<file path="src/rtl/motion_cmd_pkg.sv">
// Purpose: Shared constants for the motion input command logic
// Assumes: 100 MHz clock, AXI4-Lite register access
// Notes: Offsets are byte addresses of 32-bit registers
package motion_cmd_pkg;
   // ==========================================================
   // Register offsets
   localparam logic [7:0] CFG_OFFS = 8'h00;
   localparam logic [7:0] DATA_SEL_OFFS = 8'h04;
   localparam logic [7:0] PRESET_OFFS = 8'h08;
   localparam logic [7:0] STATUS_OFFS = 8'h0C;
   localparam logic [7:0] CMD_POS_OFFS = 8'h10;
   localparam logic [7:0] FB_POS_OFFS = 8'h14;
   localparam logic [7:0] EL_HOME_OFFS = 8'h18;
   localparam logic [7:0] SPEED_OFFS = 8'h1C;
   // ==========================================================
   // Field positions in the configuration register
   localparam int LIMIT_ACT_LSB = 0;
   localparam int HOME_MODE_LSB = 4;
   localparam int SLIT_EN_BIT = 8;
   // ==========================================================
   // Reset values and the speed step per entry
   localparam logic [2:0] LIMIT_ACT_RST = 3'h2;
   localparam logic [1:0] HOME_MODE_RST = 2'h1;
   localparam logic [31:0] PRESET_RST = 32'h0000_0000;
   localparam logic [31:0] SPEED_STEP = 32'h0000_0064;
   // ==========================================================
   // Limit-input action codes (3-bit two's complement)
   localparam logic [2:0] LIM_HOME_ONLY = 3'h7;
   localparam logic [2:0] LIM_IMM = 3'h0;
   localparam logic [2:0] LIM_DEC = 3'h1;
   localparam logic [2:0] LIM_IMM_ALM = 3'h2;
   localparam logic [2:0] LIM_DEC_ALM = 3'h3;
   // ==========================================================
   // Home-seeking modes and run modes
   typedef enum logic [1:0] {
      HOME_TWO = 2'b00,
      HOME_THREE = 2'b01,
      HOME_ONEWAY = 2'b10,
      HOME_PUSH = 2'b11
   } home_mode_t;
   typedef enum logic [2:0] {
      RUN_IDLE = 3'b000,
      RUN_INCH = 3'b001,
      RUN_COMBO = 3'b010,
      RUN_CONT = 3'b011,
      RUN_SPEED = 3'b100,
      RUN_PUSH = 3'b101,
      RUN_HOME = 3'b110
   } run_mode_t;
endpackage

</file>
<file path="src/rtl/motion_input_command_logic.sv">
// Purpose: Discrete command/sensor input logic of a stepping motor driver
// Assumes: Motion profile generator outside follows the run commands given
// Notes: Registers are reached over AXI4-Lite
// Behaviour
// - Inching input starts an inching move in its direction.
// - Combined jog input starts a combined jog in its direction.
// - Continuous input with data selected starts continuous run at entry speed.
// - Speed-control input starts speed-control run at entry speed.
// - Push input starts push-motion run at entry speed.
// - Same-direction input during deceleration resumes acceleration.
// - Both directions together during continuous, speed-control or push run make the motor decelerate to stop.
// - Changing data number mid-run changes speed to new entry.
// - Limit during homing is handled by home-seeking mode.
// - Limit outside homing stops motor unless set homing only.
// - Limit action decode -1..3, default 2.
// - Home mode decode 0..3, default 1.
// - Home sensor used only in three-sensor or one-way mode.
// - Slit sensor may combine with home sensor during homing.
// - Preset overwrites command and feedback positions.
// - Accepted preset also writes non-volatile memory.
// - Preset ignored while operating or paused.
// - Preset refused while deviation flag set.
// - Electrical home rising edge captures coordinates, used while held.
// - Electrical home release returns to mechanical coordinates.
// - Electrical home mid-move rebases positions, target stays mechanical.
// - High-speed homing refused while electrical home held.
//
// Decided for this implementation: the AXI4-Lite interface to the registers and the register addresses.
`timescale 1ns/1ps
module motion_input_command_logic
   import motion_cmd_pkg::*;
(
   // Clock and reset
   input wire logic mclk_in,
   input wire logic sys_rst_in,
   // Command inputs
   input wire logic fwd_inch_in,
   input wire logic rev_inch_in,
   input wire logic fwd_combo_jog_in,
   input wire logic rev_combo_jog_in,
   input wire logic fwd_continuous_in,
   input wire logic rev_continuous_in,
   input wire logic fwd_speed_ctrl_in,
   input wire logic rev_speed_ctrl_in,
   input wire logic fwd_push_in,
   input wire logic rev_push_in,
   input wire logic home_req_in,
   input wire logic fast_home_req_in,
   input wire logic preset_req_in,
   input wire logic pause_in,
   input wire logic electrical_home_in,
   // Sensor inputs
   input wire logic fwd_limit_sensor_in,
   input wire logic rev_limit_sensor_in,
   input wire logic home_sensor_in,
   input wire logic slit_sensor_in,
   // Motion engine status
   input wire logic motor_busy_in,
   input wire logic decel_in,
   input wire logic home_done_in,
   input wire logic step_fwd_in,
   input wire logic step_rev_in,
   input wire logic [31:0] fb_delta_in,
   // Motion engine commands
   output logic [2:0] run_mode_out,
   output logic run_dir_rev_out,
   output logic run_start_out,
   output logic decel_stop_out,
   output logic imm_stop_out,
   output logic [31:0] run_speed_out,
   output logic overtravel_alarm_out,
   output logic home_edge_out,
   output logic fast_home_start_out,
   output logic nvm_write_out,
   output logic [31:0] nvm_data_out,
   output logic deviation_flag_out,
   // AXI4-Lite slave
   input wire logic [7:0] s_axi_awaddr,
   input wire logic s_axi_awvalid,
   output logic s_axi_awready,
   input wire logic [31:0] s_axi_wdata,
   input wire logic [3:0] s_axi_wstrb,
   input wire logic s_axi_wvalid,
   output logic s_axi_wready,
   output logic [1:0] s_axi_bresp,
   output logic s_axi_bvalid,
   input wire logic s_axi_bready,
   input wire logic [7:0] s_axi_araddr,
   input wire logic s_axi_arvalid,
   output logic s_axi_arready,
   output logic [31:0] s_axi_rdata,
   output logic [1:0] s_axi_rresp,
   output logic s_axi_rvalid,
   input wire logic s_axi_rready
);
   // ==========================================================
   // Input synchronisers and on-edge detection
   localparam int NIN = 20;
   logic [NIN-1:0] raw_in;
   logic [NIN-1:0] sync1_reg;
   logic [NIN-1:0] sync2_reg;
   logic [NIN-1:0] prev_reg;
   logic [NIN-1:0] rise;
   assign raw_in = {slit_sensor_in, home_sensor_in, rev_limit_sensor_in, fwd_limit_sensor_in,
      electrical_home_in, pause_in, preset_req_in, fast_home_req_in, home_req_in,
      rev_push_in, fwd_push_in, rev_speed_ctrl_in, fwd_speed_ctrl_in,
      rev_continuous_in, fwd_continuous_in, rev_combo_jog_in, fwd_combo_jog_in,
      rev_inch_in, fwd_inch_in, 1'b0};
   // Two flops then edge register
   always_ff @(posedge mclk_in or posedge sys_rst_in) begin
      if (sys_rst_in) begin
         sync1_reg <= '0;
         sync2_reg <= '0;
         prev_reg <= '0;
      end else begin
         sync1_reg <= raw_in;
         sync2_reg <= sync1_reg;
         prev_reg <= sync2_reg;
      end
   end
   assign rise = sync2_reg & ~prev_reg;
   logic s_fi, s_ri, s_fj, s_rj, s_fc, s_rc, s_fs, s_rs, s_fp, s_rp;
   logic s_home, s_fhome, s_pre, s_pause, s_el, s_flim, s_rlim, s_hs, s_slit;
   assign {s_slit, s_hs, s_rlim, s_flim, s_el, s_pause, s_pre, s_fhome, s_home,
      s_rp, s_fp, s_rs, s_fs, s_rc, s_fc, s_rj, s_fj, s_ri, s_fi} = sync2_reg[NIN-1:1];
   logic e_fi, e_ri, e_fj, e_rj, e_fc, e_rc, e_fs, e_rs, e_fp, e_rp;
   logic e_home, e_fhome, e_pre, e_pause, e_el, e_flim, e_rlim, e_hs, e_slit;
   assign {e_slit, e_hs, e_rlim, e_flim, e_el, e_pause, e_pre, e_fhome, e_home,
      e_rp, e_fp, e_rs, e_fs, e_rc, e_fc, e_rj, e_fj, e_ri, e_fi} = rise[NIN-1:1];
   logic el_fall;
   assign el_fall = prev_reg[15] & ~sync2_reg[15];

   // ==========================================================
   // Software registers
   logic [2:0] limit_act_reg;
   logic [1:0] home_mode_reg;
   logic slit_en_reg;
   logic [7:0] data_sel_reg;
   logic [31:0] preset_reg;
   logic [31:0] cmd_pos_reg;
   logic [31:0] fb_pos_reg;
   logic [31:0] el_base_reg;
   logic el_active_reg;
   logic [31:0] dev_limit;
   logic [31:0] deviation;
   assign dev_limit = 32'h0000_1000;

   // Speed of the selected entry: entry index times a fixed step
   logic [31:0] entry_speed;
   assign entry_speed = SPEED_STEP * {24'h00_0000, data_sel_reg};

   // ==========================================================
   // Run command state
   run_mode_t mode_reg;
   logic dir_reg;
   logic start_reg;
   logic dstop_reg;
   logic istop_reg;
   logic ot_alm_reg;
   logic cont_like;
   logic both_dir;
   logic fwd_lvl;
   logic rev_lvl;
   logic home_only;
   logic limit_hit;
   logic dec_action;
   home_mode_t hmode;
   assign hmode = home_mode_t'(home_mode_reg);
   assign cont_like = (mode_reg == RUN_CONT) || (mode_reg == RUN_SPEED) || (mode_reg == RUN_PUSH);
   assign fwd_lvl = (mode_reg == RUN_CONT) ? s_fc : (mode_reg == RUN_SPEED) ? s_fs : s_fp;
   assign rev_lvl = (mode_reg == RUN_CONT) ? s_rc : (mode_reg == RUN_SPEED) ? s_rs : s_rp;
   assign both_dir = cont_like && fwd_lvl && rev_lvl && !dstop_reg && !decel_in; // Blocked while a stop pulse or deceleration is under way
   assign home_only = (limit_act_reg == LIM_HOME_ONLY);
   assign dec_action = (limit_act_reg == LIM_DEC) || (limit_act_reg == LIM_DEC_ALM);
   assign limit_hit = (e_flim || e_rlim) && (mode_reg != RUN_HOME) && !home_only;

   // Mode, direction and stop commands
   always_ff @(posedge mclk_in or posedge sys_rst_in) begin
      if (sys_rst_in) begin
         mode_reg <= RUN_IDLE;
         dir_reg <= 1'b0;
         start_reg <= 1'b0;
         dstop_reg <= 1'b0;
         istop_reg <= 1'b0;
      end else begin
         start_reg <= 1'b0;
         dstop_reg <= 1'b0;
         istop_reg <= 1'b0;
         if (limit_hit) begin
            dstop_reg <= dec_action;
            istop_reg <= !dec_action;
            mode_reg <= RUN_IDLE;
         end else if (both_dir) begin
            dstop_reg <= 1'b1;
         end else if (cont_like && decel_in && (dir_reg ? rev_lvl : fwd_lvl) &&
                      (dir_reg ? (e_rc || e_rs || e_rp) : (e_fc || e_fs || e_fp))) begin
            start_reg <= 1'b1;
         end else if (!motor_busy_in) begin
            mode_reg <= start_reg ? mode_reg : RUN_IDLE; // Hold until the engine reports busy
            if (e_fi || e_ri) begin
               mode_reg <= RUN_INCH;
               dir_reg <= e_ri;
               start_reg <= 1'b1;
            end else if (e_fj || e_rj) begin
               mode_reg <= RUN_COMBO;
               dir_reg <= e_rj;
               start_reg <= 1'b1;
            end else if ((e_fc || e_rc) && !(s_fc && s_rc)) begin
               mode_reg <= RUN_CONT;
               dir_reg <= e_rc;
               start_reg <= 1'b1;
            end else if ((e_fs || e_rs) && !(s_fs && s_rs)) begin
               mode_reg <= RUN_SPEED;
               dir_reg <= e_rs;
               start_reg <= 1'b1;
            end else if ((e_fp || e_rp) && !(s_fp && s_rp)) begin
               mode_reg <= RUN_PUSH;
               dir_reg <= e_rp;
               start_reg <= 1'b1;
            end else if (e_home) begin
               mode_reg <= RUN_HOME;
               start_reg <= 1'b1;
            end
         end else if (mode_reg == RUN_HOME && home_done_in) begin
            mode_reg <= RUN_IDLE;
         end
      end
   end

   // Overtravel alarm, sticky until a new start
   always_ff @(posedge mclk_in or posedge sys_rst_in) begin
      if (sys_rst_in) begin
         ot_alm_reg <= 1'b0;
      end else if (limit_hit && (limit_act_reg == LIM_IMM_ALM || limit_act_reg == LIM_DEC_ALM)) begin
         ot_alm_reg <= 1'b1;
      end else if (start_reg) begin
         ot_alm_reg <= 1'b0;
      end
   end

   // Running speed follows the selected entry in every mode
   always_ff @(posedge mclk_in or posedge sys_rst_in) begin
      if (sys_rst_in) begin
         run_speed_out <= '0;
      end else begin
         run_speed_out <= entry_speed;
      end
   end

   // Home edge: limits per mode, home sensor in 3-sensor and one-way, slit optional
   logic home_use_hs;
   logic home_ev;
   assign home_use_hs = (hmode == HOME_THREE) || (hmode == HOME_ONEWAY);
   always_comb begin
      home_ev = 1'b0;
      if (mode_reg == RUN_HOME) begin
         unique case (hmode)
            HOME_TWO: home_ev = e_flim || e_rlim;
            HOME_THREE: home_ev = e_hs || e_flim || e_rlim;
            HOME_ONEWAY: home_ev = e_hs;
            HOME_PUSH: home_ev = 1'b0;
         endcase
         if (home_use_hs && slit_en_reg) begin
            home_ev = home_ev && !(e_hs && !s_slit);
            home_ev = home_ev || (e_slit && s_hs);
         end
      end
   end
   always_ff @(posedge mclk_in or posedge sys_rst_in) begin
      if (sys_rst_in) begin
         home_edge_out <= 1'b0;
         fast_home_start_out <= 1'b0;
      end else begin
         home_edge_out <= home_ev;
         fast_home_start_out <= e_fhome && !s_el && !motor_busy_in;
      end
   end

   // ==========================================================
   // Positions, preset and electrical home
   logic preset_ok;
   assign deviation = cmd_pos_reg - fb_pos_reg;
   assign preset_ok = e_pre && !motor_busy_in && !s_pause && !deviation_flag_out;
   always_ff @(posedge mclk_in or posedge sys_rst_in) begin
      if (sys_rst_in) begin
         cmd_pos_reg <= '0;
         fb_pos_reg <= '0;
      end else if (preset_ok) begin
         cmd_pos_reg <= preset_reg;
         fb_pos_reg <= preset_reg;
      end else begin
         cmd_pos_reg <= cmd_pos_reg + (step_fwd_in ? 32'h1 : 32'h0) - (step_rev_in ? 32'h1 : 32'h0);
         fb_pos_reg <= fb_pos_reg + fb_delta_in;
      end
   end
   // Non-volatile write strobe alongside the preset
   always_ff @(posedge mclk_in or posedge sys_rst_in) begin
      if (sys_rst_in) begin
         nvm_write_out <= 1'b0;
         nvm_data_out <= '0;
      end else begin
         nvm_write_out <= preset_ok;
         if (preset_ok) begin
            nvm_data_out <= preset_reg;
         end
      end
   end
   // Deviation flag from command/feedback difference
   always_ff @(posedge mclk_in or posedge sys_rst_in) begin
      if (sys_rst_in) begin
         deviation_flag_out <= 1'b0;
      end else begin
         deviation_flag_out <= ($signed(deviation) > $signed(dev_limit)) ||
                               ($signed(deviation) < -$signed(dev_limit));
      end
   end
   // Electrical home base; targets stay mechanical since base only offsets reads
   always_ff @(posedge mclk_in or posedge sys_rst_in) begin
      if (sys_rst_in) begin
         el_base_reg <= '0;
         el_active_reg <= 1'b0;
      end else if (e_el) begin
         el_base_reg <= cmd_pos_reg;
         el_active_reg <= 1'b1;
      end else if (el_fall) begin
         el_base_reg <= '0;
         el_active_reg <= 1'b0;
      end
   end

   assign run_mode_out = mode_reg;
   assign run_dir_rev_out = dir_reg;
   assign run_start_out = start_reg;
   assign decel_stop_out = dstop_reg;
   assign imm_stop_out = istop_reg;
   assign overtravel_alarm_out = ot_alm_reg;

   // ==========================================================
   // AXI4-Lite write channel
   logic aw_ok_reg;
   logic w_ok_reg;
   logic [7:0] aw_addr_reg;
   logic [31:0] w_data_reg;
   logic [3:0] w_strb_reg;
   assign s_axi_awready = !aw_ok_reg && !s_axi_bvalid;
   assign s_axi_wready = !w_ok_reg && !s_axi_bvalid;
   assign s_axi_bresp = 2'h0;
   always_ff @(posedge mclk_in or posedge sys_rst_in) begin
      if (sys_rst_in) begin
         aw_ok_reg <= 1'b0;
         w_ok_reg <= 1'b0;
         aw_addr_reg <= '0;
         w_data_reg <= '0;
         w_strb_reg <= '0;
         s_axi_bvalid <= 1'b0;
      end else begin
         if (s_axi_awvalid && s_axi_awready) begin
            aw_ok_reg <= 1'b1;
            aw_addr_reg <= s_axi_awaddr;
         end
         if (s_axi_wvalid && s_axi_wready) begin
            w_ok_reg <= 1'b1;
            w_data_reg <= s_axi_wdata;
            w_strb_reg <= s_axi_wstrb;
         end
         if (aw_ok_reg && w_ok_reg) begin
            aw_ok_reg <= 1'b0;
            w_ok_reg <= 1'b0;
            s_axi_bvalid <= 1'b1;
         end else if (s_axi_bvalid && s_axi_bready) begin
            s_axi_bvalid <= 1'b0;
         end
      end
   end
   // Register writes, lane 0 for limit and home fields, lane 1 for slit enable
   logic wr_go;
   assign wr_go = aw_ok_reg && w_ok_reg;
   always_ff @(posedge mclk_in or posedge sys_rst_in) begin
      if (sys_rst_in) begin
         limit_act_reg <= LIMIT_ACT_RST;
         home_mode_reg <= HOME_MODE_RST;
         slit_en_reg <= 1'b0;
         data_sel_reg <= '0;
         preset_reg <= PRESET_RST;
      end else if (wr_go) begin
         if (aw_addr_reg == CFG_OFFS) begin
            if (w_strb_reg[0]) begin
               limit_act_reg <= w_data_reg[LIMIT_ACT_LSB +: 3];
               home_mode_reg <= w_data_reg[HOME_MODE_LSB +: 2];
            end
            if (w_strb_reg[1]) begin
               slit_en_reg <= w_data_reg[SLIT_EN_BIT];
            end
         end
         if (aw_addr_reg == DATA_SEL_OFFS && w_strb_reg[0]) begin
            data_sel_reg <= w_data_reg[7:0];
         end
         if (aw_addr_reg == PRESET_OFFS) begin
            for (int b = 0; b < 4; b++) begin
               if (w_strb_reg[b]) begin
                  preset_reg[8*b +: 8] <= w_data_reg[8*b +: 8];
               end
            end
         end
      end
   end
   // ==========================================================
   // AXI4-Lite read channel
   logic [31:0] rd_mux;
   always_comb begin
      rd_mux = '0;
      unique case (s_axi_araddr)
         CFG_OFFS: rd_mux = {23'h0, slit_en_reg, 2'h0, home_mode_reg, 1'b0, limit_act_reg};
         DATA_SEL_OFFS: rd_mux = {24'h0, data_sel_reg};
         PRESET_OFFS: rd_mux = preset_reg;
         STATUS_OFFS: rd_mux = {22'h0, el_active_reg, deviation_flag_out, ot_alm_reg,
                                dir_reg, 3'h0, mode_reg};
         CMD_POS_OFFS: rd_mux = cmd_pos_reg - el_base_reg;
         FB_POS_OFFS: rd_mux = fb_pos_reg - el_base_reg;
         EL_HOME_OFFS: rd_mux = el_base_reg;
         SPEED_OFFS: rd_mux = run_speed_out;
         default: rd_mux = '0;
      endcase
   end
   assign s_axi_arready = !s_axi_rvalid;
   always_ff @(posedge mclk_in or posedge sys_rst_in) begin
      if (sys_rst_in) begin
         s_axi_rvalid <= 1'b0;
         s_axi_rdata <= '0;
         s_axi_rresp <= 2'h0;
      end else if (s_axi_arvalid && s_axi_arready) begin
         s_axi_rvalid <= 1'b1;
         s_axi_rdata <= rd_mux;
         s_axi_rresp <= 2'h0;
      end else if (s_axi_rvalid && s_axi_rready) begin
         s_axi_rvalid <= 1'b0;
      end
   end
endmodule

</file>
<file path="config.mk">
export PLATFORM = sky130hd
export DESIGN_NAME = motion_input_command_logic
export DESIGN_NICKNAME = d
export VERILOG_FILES = /design/src/rtl/motion_cmd_pkg.sv /design/src/rtl/motion_input_command_logic.sv
export SDC_FILE = /design/constraint.sdc
export NUM_CORES = 1
export LEC_CHECK = 0
export BUFFER_PORTS_ARGS = -buffer_cell sky130_fd_sc_hd__buf_4
export CORE_MARGIN = 1
export CORE_UTILIZATION = 49
export CTS_BUF_LIST = sky130_fd_sc_hd__clkbuf_16
export CTS_CLUSTER_SIZE = 20
export DETAILED_ROUTE_END_ITERATION = 8
export PLACE_DENSITY = 0.73
export SLEW_MARGIN = 30
export SYNTH_ARGS = -nofsm -noshare
export SYNTH_HDL_FRONTEND = slang
export SYNTH_SLANG_ARGS = --single-unit
</file>
<file path="constraint.sdc">
create_clock -name mclk_in -period 12.5 [get_ports mclk_in]
set_clock_uncertainty 0.15 [all_clocks]
set_input_delay 2.5 -clock mclk_in [delete_from_list [all_inputs] [get_ports mclk_in]]
set_output_delay 2.5 -clock mclk_in [all_outputs]
set_load 0.01 [all_outputs]
</file>
==> results of run 1 <==
[path summary, 6_finish.rpt]
check                           depth (start not counted)                     start                      endpoint
worst min register to register                          0   sync1_reg[13]$_DFF_PP0_       sync2_reg[13]$_DFF_PP0_
worst min-delay path                                    0   sync1_reg[13]$_DFF_PP0_       sync2_reg[13]$_DFF_PP0_
worst max-delay path                                   19           s_axi_araddr[1]   s_axi_rdata[28]$_DFFE_PP0P_
max in group asynchronous                               4                sys_rst_in    preset_reg[29]$_DFFE_PP0P_
min in group asynchronous                               2                sys_rst_in   nvm_data_out[1]$_DFFE_PP0P_
worst max register to register                         14  cmd_pos_reg[0]$_DFF_PP0_  deviation_flag_out$_DFF_PP0_
[worst max-delay path: stages]
cell      delay, ns
buf_4          0.10
or4_1          0.60
nor4b_2        0.28
buf_4          0.24
nand2_1        0.07
buf_4          0.30
mux2i_1        0.18
ha_1           0.24
fa_1           0.44
nand2b_1       0.17
a21boi_0       0.26
o21ai_0        0.18
a21boi_0       0.48
a41oi_1        0.27
a21oi_1        0.32
o21ai_0        0.21
a211oi_1       0.46
mux2i_1        0.23
nand2_1        0.07
[synth_stat cells (6+ instances only)]
library cell  number
nand3_1           36
fa_1               7
mux2i_1           15
or3_1              9
nor3b_1           12
o211ai_1           7
nor2_1           106
xor2_1            42
buf_4             23
nand2_1          311
a21boi_0           9
ha_1             158
and2_1             9
a31oi_1           22
dfrtp_1          334
a41oi_1            7
o21ai_0          203
xnor2_1           52
and3_1            22
a21oi_1          123
o221ai_1          12
or2_2              6
nor3_1            34
o21bai_1          17
inv_1            182
nand2b_1          22
o31ai_1           20
clkbuf_1          69
mux2_2            89
a211oi_1          17
a221oi_1          15
nand3b_1           8
o21a_1            19
a311oi_1           6
nand4_1           18
nor4_1            15
a21o_1            62
nor2b_1           23
a22oi_1           25
o22ai_1           11
[final cells by class]
class	count	share of cell area
Antenna cell	1	0.000104
Tap cell	539	0.0280
Timing Repair Buffer	222	0.0695
Clock buffer	40	0.0415
Multi-Input combinational cell	1670	0.469
Clock inverter	31	0.0141
Sequential cell	336	0.349
Inverter	182	0.0289
[through the flow]
stage          utilization  cell area [µm²]  setup slack, ns  instances  hold WS [ns]
2_1_floorplan            -            20800            0.543       2284         0.181
3_3_place_gp         0.543            22700             4.91       2949         0.183
3_5_place_dp         0.543            22700             4.72       2949         0.186
4_1_cts              0.575            24100             5.30       3020         0.178
5_1_grt              0.576            24100             4.84       3020         0.188
6_report             0.576            24100             5.18       3021         0.183
[per-layer routing]
layer | global-route usage | vias up | routed length (µm)
met5 | 0 | - | 0
met4 | 0.0672 | 0 | 1400
met3 | 0.0561 | 89 | 4910
met2 | 0.424 | 653 | 26100
met1 | 0.409 | 8527 | 27600
li1 | - | 8379 | -
[power by group through the flow]
stage	logic, W	clock network, W	registers, W
6_report	0.00374	0.00119	0.00163
5_1_grt	0.00415	0.00126	0.00166
4_1_cts	0.00367	0.00122	0.00162
3_5_place_dp	0.00364	0	0.00164
3_3_place_gp	0.00356	0	0.00163
2_1_floorplan	0.00287	0	0.00154
[kinds of logic (layout without fill, tap and decap cells)]
logic type,count (synthesis),after routing,synth area share
compound gates,630,630,0.195
buf+inv,278,475,0.0550
flops,336,336,0.406
mux,105,105,0.0563
simple gates,653,653,0.147
fa+ha+maj,165,165,0.102
other cells,1,24,0.000181
xor+xnor,94,94,0.0397
==> flow_summary.ini, run 1 <==
[run_status]
outcome = finished, final reports clean

[clock_network]
cts.clk_slew.worst_paths_ns = 0.06
postCtsSetupBuffers = 0
cts_tree = done
root_buffer = clkbuf_16
clock-sinks = 336
cts_hold_buffers = 0
cts_inserted_buffers = 40
cts_resized = 0
clock_path_buffers = 3
htreeDepth = 2
clk_latency_ns = 0.58

[logic_synthesis]
syn_avg_cell_area_um2 = 9.17
yosysTopAreaCellShare = 0.403
synth_edf_count = 0
ys_warn_count = 0
netlist_area_mm2 = 0.0207
synth.largest_area_cell = dfrtp_1
synth.ff_latch_count = 336
yosys-top-cells-area = dfrtp_1 (40%), ha_1 (9.5%), nand2_1 (5.6%)
ys_seq_area_frac = 0.406
synth_cell_types = 85
synth_ff_type = dfrtp_1
async_flop_share = 1.00
netlist_instances = 2262

[global_route]
antenna_found_initial = 0
overflow = 0
grt_pass1_vias = 17200
grt_first_pass_wirelength_um = 95200
grt_use_total = 0.279
grt_max_degree = 128

[pwr]
switching_share = 0.446
leakagePower_nw = 11.8
clkPwrFrac = 0.182
peakVddDrop_mv = 0.134
powerDensity_mw_per_mm2 = 272
p_total_w = 0.00656
p_int_w = 0.00363
seqPwrFrac = 0.248
power.switching_w = 0.00292
pwr-share-comb = 0.570

[final_layout]
layout_commonest_cell = dfrtp_1
area_growth_pct = 16.2
layout_common_cells = dfrtp_1 (334), nand2_1 (311), buf_4 (220)
fillers = 3705
drive_gt1_frac = 0.163
multiInputGateArea_mm2 = 0.0113
nNetsFinal = 2732
seqCellArea_mm2 = 0.00841

[job]
cap_violations = 0

[detailed_routing]
viasPerCell = 5.84
drt_wl_total_um = 60000
wl_per_cell_um = 19.9
drc_errors = 0
vias = 17600
first_pass_iters = 5
drtAntennaViolNets = 0
first_iter_violations = 1369

[sta]
drv_slew = 0
setup_viol = 0
setup_tns_ns = 0
final-hold-violation-count = 0
fmax_ghz = 0.137
maxSlewHeadroom = 0.346
post-route-period-util = 0.586
tightest_slew_ns = 0.981
rsz0062_at_grt = no
period_needed_ns = 7.32

[die]
die_x_um = 208
io_pins = 232
row_count = 75
start_util = 0.496
die-area_mm2 = 0.0432
fp.dieH_um = 208
core_area_mm2 = 0.0419

[critical_path]
cp.arrival_ns = 7.62
path_max_fanout = 62
cp-start-kind = input port
crit_path_end_kind = flip-flop
crit_type = input port to flip-flop
required_ns = 12.80
r2r_slack_ns = 8.18

[placed_design]
dp_hpwl_um = 45800
port_buffers = 208
place.gp.congestion = 0.920

[min_path]
hold_class = flip-flop to flip-flop
Power figures use the tool's default switching activity.
==> run 2: changes to the inputs <==
==> constraint.sdc (replaced) <==
create_clock -name mclk_in -period 5.9 [get_ports mclk_in]
set_clock_uncertainty 0.15 [all_clocks]
set_input_delay 1.18 -clock mclk_in [delete_from_list [all_inputs] [get_ports mclk_in]]
set_output_delay 1.18 -clock mclk_in [all_outputs]
set_load 0.01 [all_outputs]
==> run 2 against run 1 <==
Critical path depth stayed put. Die area is the same. Power up 110%. Count of clock-buffer cells in the layout decreased by 1. Worst hold slack gained 0.013 ns. Critical path type unchanged. Largest power group unchanged.
==> flow_summary.ini, run 2 (same netlist as run 1, synthesis figures left out) <==
[detailed_routing]
drc_errors = 0
wl_per_cell_um = 19.5
viasPerCell = 5.81
drt_wl_total_um = 59300
first_pass_iters = 7
first_iter_violations = 1373
vias = 17600
drtAntennaViolNets = 0

[min_path]
hold_class = flip-flop to flip-flop

[sta]
final-hold-violation-count = 0
fmax_ghz = 0.189
post-route-period-util = 0.897
maxSlewHeadroom = 0.435
layout_setup_ws_ns = 0.610
drv_slew = 0
setup_tns_ns = 0
period_needed_ns = 5.29
timing.hold.ws_ns = 0.196
tightest_slew_ns = 0.847
setup_viol = 0
rsz0062_at_grt = no

[critical_path]
cp.arrival_ns = 5.59
crit_path_frequent_cell = buf_4
crit_path_top_delay_cell = or4_1
crit_family = compound AO/OA/AOI/OAI gates
cp-start-kind = input port
crit_type = input port to flip-flop
path_cells = buf_4 -> or4_1 -> nor4b_2 -> nand2_1 -> mux2i_1 -> ha_1 -> fa_1 -> nand2b_1 -> a21boi_0 -> o21ai_0 -> a21boi_0 -> buf_4 -> a41oi_1 -> a21oi_1 -> o21ai_0 -> a211oi_1 -> buf_4 -> mux2i_1 -> nand2_1
cp_num_buf_inv = 3
critPathMaxStageDelay_ns = 0.60
path_max_fanout = 4
crit_path_end_kind = flip-flop
required_ns = 6.20

[global_route]
grt_pass1_vias = 17300
grt_max_degree = 170
grt_use_total = 0.277
antenna_found_initial = 0
grt_first_pass_wirelength_um = 94500
overflow = 0

[die]
core_area_mm2 = 0.0419
fp.dieH_um = 208
start_util = 0.496
io_pins = 232
die-area_mm2 = 0.0432
row_count = 75
die_x_um = 208

[clock_network]
clk_latency_ns = 0.56
cts_inserted_buffers = 39
cts.clk_slew.worst_paths_ns = 0.06
clock_path_buffers = 3
root_buffer = clkbuf_16
htreeDepth = 2
cts_tree = done
cts_hold_buffers = 0
postCtsSetupBuffers = 0
cts_resized = 0
clock-sinks = 336

[final_layout]
drive_gt1_frac = 0.169
area_growth_pct = 16.9
layout_common_cells = dfrtp_1 (334), nand2_1 (311), buf_4 (232)
nNetsFinal = 2746
layout.cells.non_filler = 3036
num_antenna_cells = 0
layout_commonest_cell = dfrtp_1

[pwr]
powerDensity_mw_per_mm2 = 574
peakVddDrop_mv = 0.333
leakagePower_nw = 11.9
p_total_w = 0.0139

[run_status]
outcome = finished, final reports clean

[job]
cap_violations = 0

[placed_design]
port_buffers = 208
place.gp.congestion = 0.935
place_ws_ns = 0.0874
dp_hpwl_um = 45500
dp.cells = 2963
-- run 2: cell count changes in the layout (fill, tap and decap cells not counted), moves of 3 or more --
cell        before  now
inv_1          186  183
buf_4          220  232
inv_6            0    4
clkinvlp_4       1    5
buf_12           0    3
-- run 2: metrics by stage --
stage	utilization	cell area (µm²)
global route	0.579	24200
finish	0.579	24200
detailed placement	0.547	22900
floorplan	-	20800
CTS	0.578	24200
global placement	0.546	22900
-- run 2: final cells by class --
type | count | area [µm²]
inverter | 182 | 687
fill | 3636 | 17600
timing repair buffer | 237 | 1840
clock buffer | 39 | 976
multi-input combinational | 1670 | 11300
sequential | 336 | 8410
tap | 539 | 674
clock inverter | 33 | 358
-- run 2: where the power goes --
part           switching (W)  total, W  internal [W]
Combinational        0.00454   0.00793       0.00339
Clock                0.00102   0.00254       0.00152
Sequential          0.000561   0.00345       0.00288
Total                0.00612    0.0139       0.00780
-- run 2: layer usage --
metal	global-route usage	part of all wire
met4	0.0851	0.025
met1	0.400	0.46
met5	0	0
met3	0.0461	0.071
met2	0.425	0.44
-- run 2: worst reg2reg max path: stages, from the launching register on --
cell       delay [ns]
dfrtp_1          0.41
inv_1            0.11
ha_1             0.17
inv_1            0.06
fa_1             0.40
a211oi_1         0.45
o21ai_0          0.24
a2bb2oi_1        0.29
a21oi_1          0.20
a21o_1           0.26
nand2_1          0.13
xor2_1           0.09
or4_1            0.57
nor4_2           0.24
a41oi_1          0.33
-- run 2: worst paths after layout --
path | start | end | slack, ns | cells after the start
hold reg to reg | sync1_reg[7]$_DFF_PP0_ | sync2_reg[7]$_DFF_PP0_ | 0.20 | 0
hold / removal | sync1_reg[7]$_DFF_PP0_ | sync2_reg[7]$_DFF_PP0_ | 0.20 | 0
min in group asynchronous | sys_rst_in | s_axi_rdata[0]$_DFFE_PP0P_ | 0.60 | 3
setup / recovery | s_axi_araddr[1] | s_axi_rdata[28]$_DFFE_PP0P_ | 0.61 | 19
max in group asynchronous | sys_rst_in | preset_reg[19]$_DFFE_PP0P_ | 4.12 | 4
setup reg to reg | cmd_pos_reg[0]$_DFF_PP0_ | deviation_flag_out$_DFF_PP0_ | 1.55 | 14
==> run 3: changes to the inputs <==
--- a/config.mk
+++ b/config.mk
@@ -5,11 +5,12 @@
 export SDC_FILE = /design/constraint.sdc
 export NUM_CORES = 1
 export LEC_CHECK = 0
+export ABC_AREA = 1
 export BUFFER_PORTS_ARGS = -buffer_cell sky130_fd_sc_hd__buf_4
 export CORE_MARGIN = 1
 export CORE_UTILIZATION = 49
 export CTS_BUF_LIST = sky130_fd_sc_hd__clkbuf_16
-export CTS_CLUSTER_SIZE = 20
+export CTS_CLUSTER_SIZE = 30
 export DETAILED_ROUTE_END_ITERATION = 8
 export PLACE_DENSITY = 0.73
 export SLEW_MARGIN = 30
==> run 3 against run 2 <==
Power grew 2.0%. Routed wire length grew 19%. Die area grew 2.8%. Global-route usage grew 4.6 points. Critical path depth grew 2. Maximum frequency grew 18%. Flip-flop and latch count is the same.
==> flow_summary.ini, run 3 <==
[logic_synthesis]
syn_avg_cell_area_um2 = 7.56
synth_ff_type = dfrtp_1
yosys-top-cells-area = dfrtp_1 (39%), nand2_1 (13%), ha_1 (9.3%)
ys_warn_count = 0
yosysTopAreaCellShare = 0.392
netlist_instances = 2819
synthTopCellsByCount = nand2_1 (724), inv_1 (373), dfrtp_1 (334)
netlist_area_mm2 = 0.0213
synth.ff_latch_count = 336
ys_seq_area_frac = 0.394
async_flop_share = 1.00
synth_edf_count = 0
synth_most_common_cell = nand2_1
synth_cell_types = 61
synth.largest_area_cell = dfrtp_1

[detailed_routing]
drt_wl_total_um = 70600
viasPerCell = 5.54
routed.top_layer = met5
wl_met1_um = 32300
wl_per_cell_um = 19.4
drtAntennaViolNets = 0
wl_met3_um = 5490
route.met2.wl_um = 31100
first_iter_violations = 1542
vias = 20200
drc_errors = 0
first_pass_iters = 5

[sta]
setup_tns_ns = 0
final-hold-violation-count = 0
tightest_slew_ns = 0.973
timing.hold.ws_ns = 0.197
setup_viol = 0
fmax_ghz = 0.222
layout_setup_ws_ns = 1.40
drv_slew = 0
rsz0062_at_grt = no
period_needed_ns = 4.50
post-route-period-util = 0.763
maxSlewHeadroom = 0.351

[pwr]
leakagePower_nw = 12.9
peakVddDrop_mv = 0.367
power.switching_w = 0.00706
switching_share = 0.497
powerDensity_mw_per_mm2 = 575
pwr-share-comb = 0.598
p_int_w = 0.00713
p_total_w = 0.0142
seqPwrFrac = 0.235
clkPwrFrac = 0.167

[final_layout]
fillers = 4091
seqCellArea_mm2 = 0.00841
drive_gt1_frac = 0.117
nNetsFinal = 3306
multiInputGateArea_mm2 = 0.0112
layout_common_cells = nand2_1 (722), inv_1 (378), dfrtp_1 (334)
layout_commonest_cell = nand2_1
area_growth_pct = 15.8

[die]
core_area_mm2 = 0.0430
die-area_mm2 = 0.0444
die_x_um = 211
io_pins = 232
fp.dieH_um = 211
row_count = 76
start_util = 0.496

[global_route]
grt_use_total = 0.323
grt_pass1_vias = 19600
antenna_found_initial = 2
grt_first_pass_wirelength_um = 109000
grt_max_degree = 127
overflow = 0

[clock_network]
cts.clk_slew.worst_paths_ns = 0.06
cts_inserted_buffers = 39
htreeDepth = 2
clock_path_buffers = 3
cts_hold_buffers = 0
clock-sinks = 336
postCtsSetupBuffers = 0
cts_tree = done
cts_resized = 0
clk_latency_ns = 0.57
root_buffer = clkbuf_16

[run_status]
outcome = finished, final reports clean

[placed_design]
port_buffers = 208
place_ws_ns = 0.862
place.gp.congestion = 0.992
dp_hpwl_um = 56100

[critical_path]
r2r_cells = 15
crit_path_end_kind = flip-flop
crit_type = input port to flip-flop
cp-start-kind = input port
cp.arrival_ns = 4.79
required_ns = 6.19
path_max_fanout = 59

[min_path]
holdPathStages = 0
hold_class = flip-flop to flip-flop

[job]
cap_violations = 0
run 3: changes by cell type after synthesis, moves of 35 or more:
| cell | delta |
|---|---|
| inv_1 | +191 |
| mux2_2 | -66 |
| xnor2_1 | -35 |
| nand3_1 | +78 |
| a21o_1 | -45 |
| a21oi_1 | +76 |
| nand2_1 | +413 |
| nor2_1 | +137 |
run 3: worst paths after layout:
kind / startpoint / endpoint / slack [ns]
worst max-delay path: s_axi_araddr[1] / s_axi_rdata[30]$_DFFE_PP0P_ / 1.40
worst min-delay path: sync1_reg[11]$_DFF_PP0_ / sync2_reg[11]$_DFF_PP0_ / 0.20
worst max register to register: data_sel_reg[3]$_DFFE_PP0P_ / run_speed_out[13]$_DFF_PP0_ / 2.61
worst min register to register: sync1_reg[11]$_DFF_PP0_ / sync2_reg[11]$_DFF_PP0_ / 0.20
max in group asynchronous: sys_rst_in / el_base_reg[13]$_DFFE_PP0P_ / 3.97
min in group asynchronous: sys_rst_in / sync2_reg[14]$_DFF_PP0_ / 0.51
run 3: per-stage QoR:
step,util,cells,cell area (µm²)
final,0.575,3639,24700
after global routing,0.575,3638,24700
after CTS,0.575,3638,24700
after detailed placement,0.546,3570,23500
after global placement,0.545,3570,23400
after floorplan,-,2841,21400
run 3: power by group through the flow:
stage / Clock [W] / Sequential, W / Combinational, W
after global placement: 0 / 0.00334 / 0.00822
after global routing: 0.00250 / 0.00339 / 0.00953
final: 0.00237 / 0.00333 / 0.00849
after detailed placement: 0 / 0.00335 / 0.00832
after CTS: 0.00242 / 0.00332 / 0.00838
after floorplan: 0 / 0.00316 / 0.00615
run 3: kinds of logic after synthesis:
| logic type | Yosys count | share of synthesized area |
|---|---|---|
| compound gates | 612 | 0.164 |
| fa+ha+maj | 165 | 0.0993 |
| buf+inv | 456 | 0.0849 |
| simple gates | 1186 | 0.228 |
| flops | 336 | 0.394 |
| other cells | 1 | 0.000176 |
| mux | 23 | 0.0121 |
| xor+xnor | 40 | 0.0164 |
run 3: worst max-delay path, cell delays in order:
cell      delay, ns
buf_4          0.10
or2_1          0.35
nor3_1         0.24
nand2_1        0.13
buf_4          0.30
nand2_1        0.11
o21ai_0        0.11
ha_1           0.24
fa_1           0.39
inv_1          0.08
nand2_1        0.07
o21ai_2        0.27
a21boi_1       0.17
o21ai_2        0.25
a21oi_1        0.18
o21ai_0        0.26
nand2_1        0.09
nand2_1        0.06
o21bai_1       0.06
nand2_1        0.06
nand2_1        0.07
run 3: per-layer routing:
layer,up-vias,global-route usage
met5,-,0
met3,109,0.0572
met2,692,0.496
met1,9665,0.468
met4,2,0.0857
li1,9687,-
run 3: cell type report:
type / count / area share
multi-input cells: 2049 / 0.454
flip-flops and latches: 336 / 0.341
repair buffers: 220 / 0.0679
inverters: 380 / 0.0579
clock buffers: 40 / 0.0405
well taps: 585 / 0.0296
clock inverters: 28 / 0.00968
diodes: 1 / 0.000101
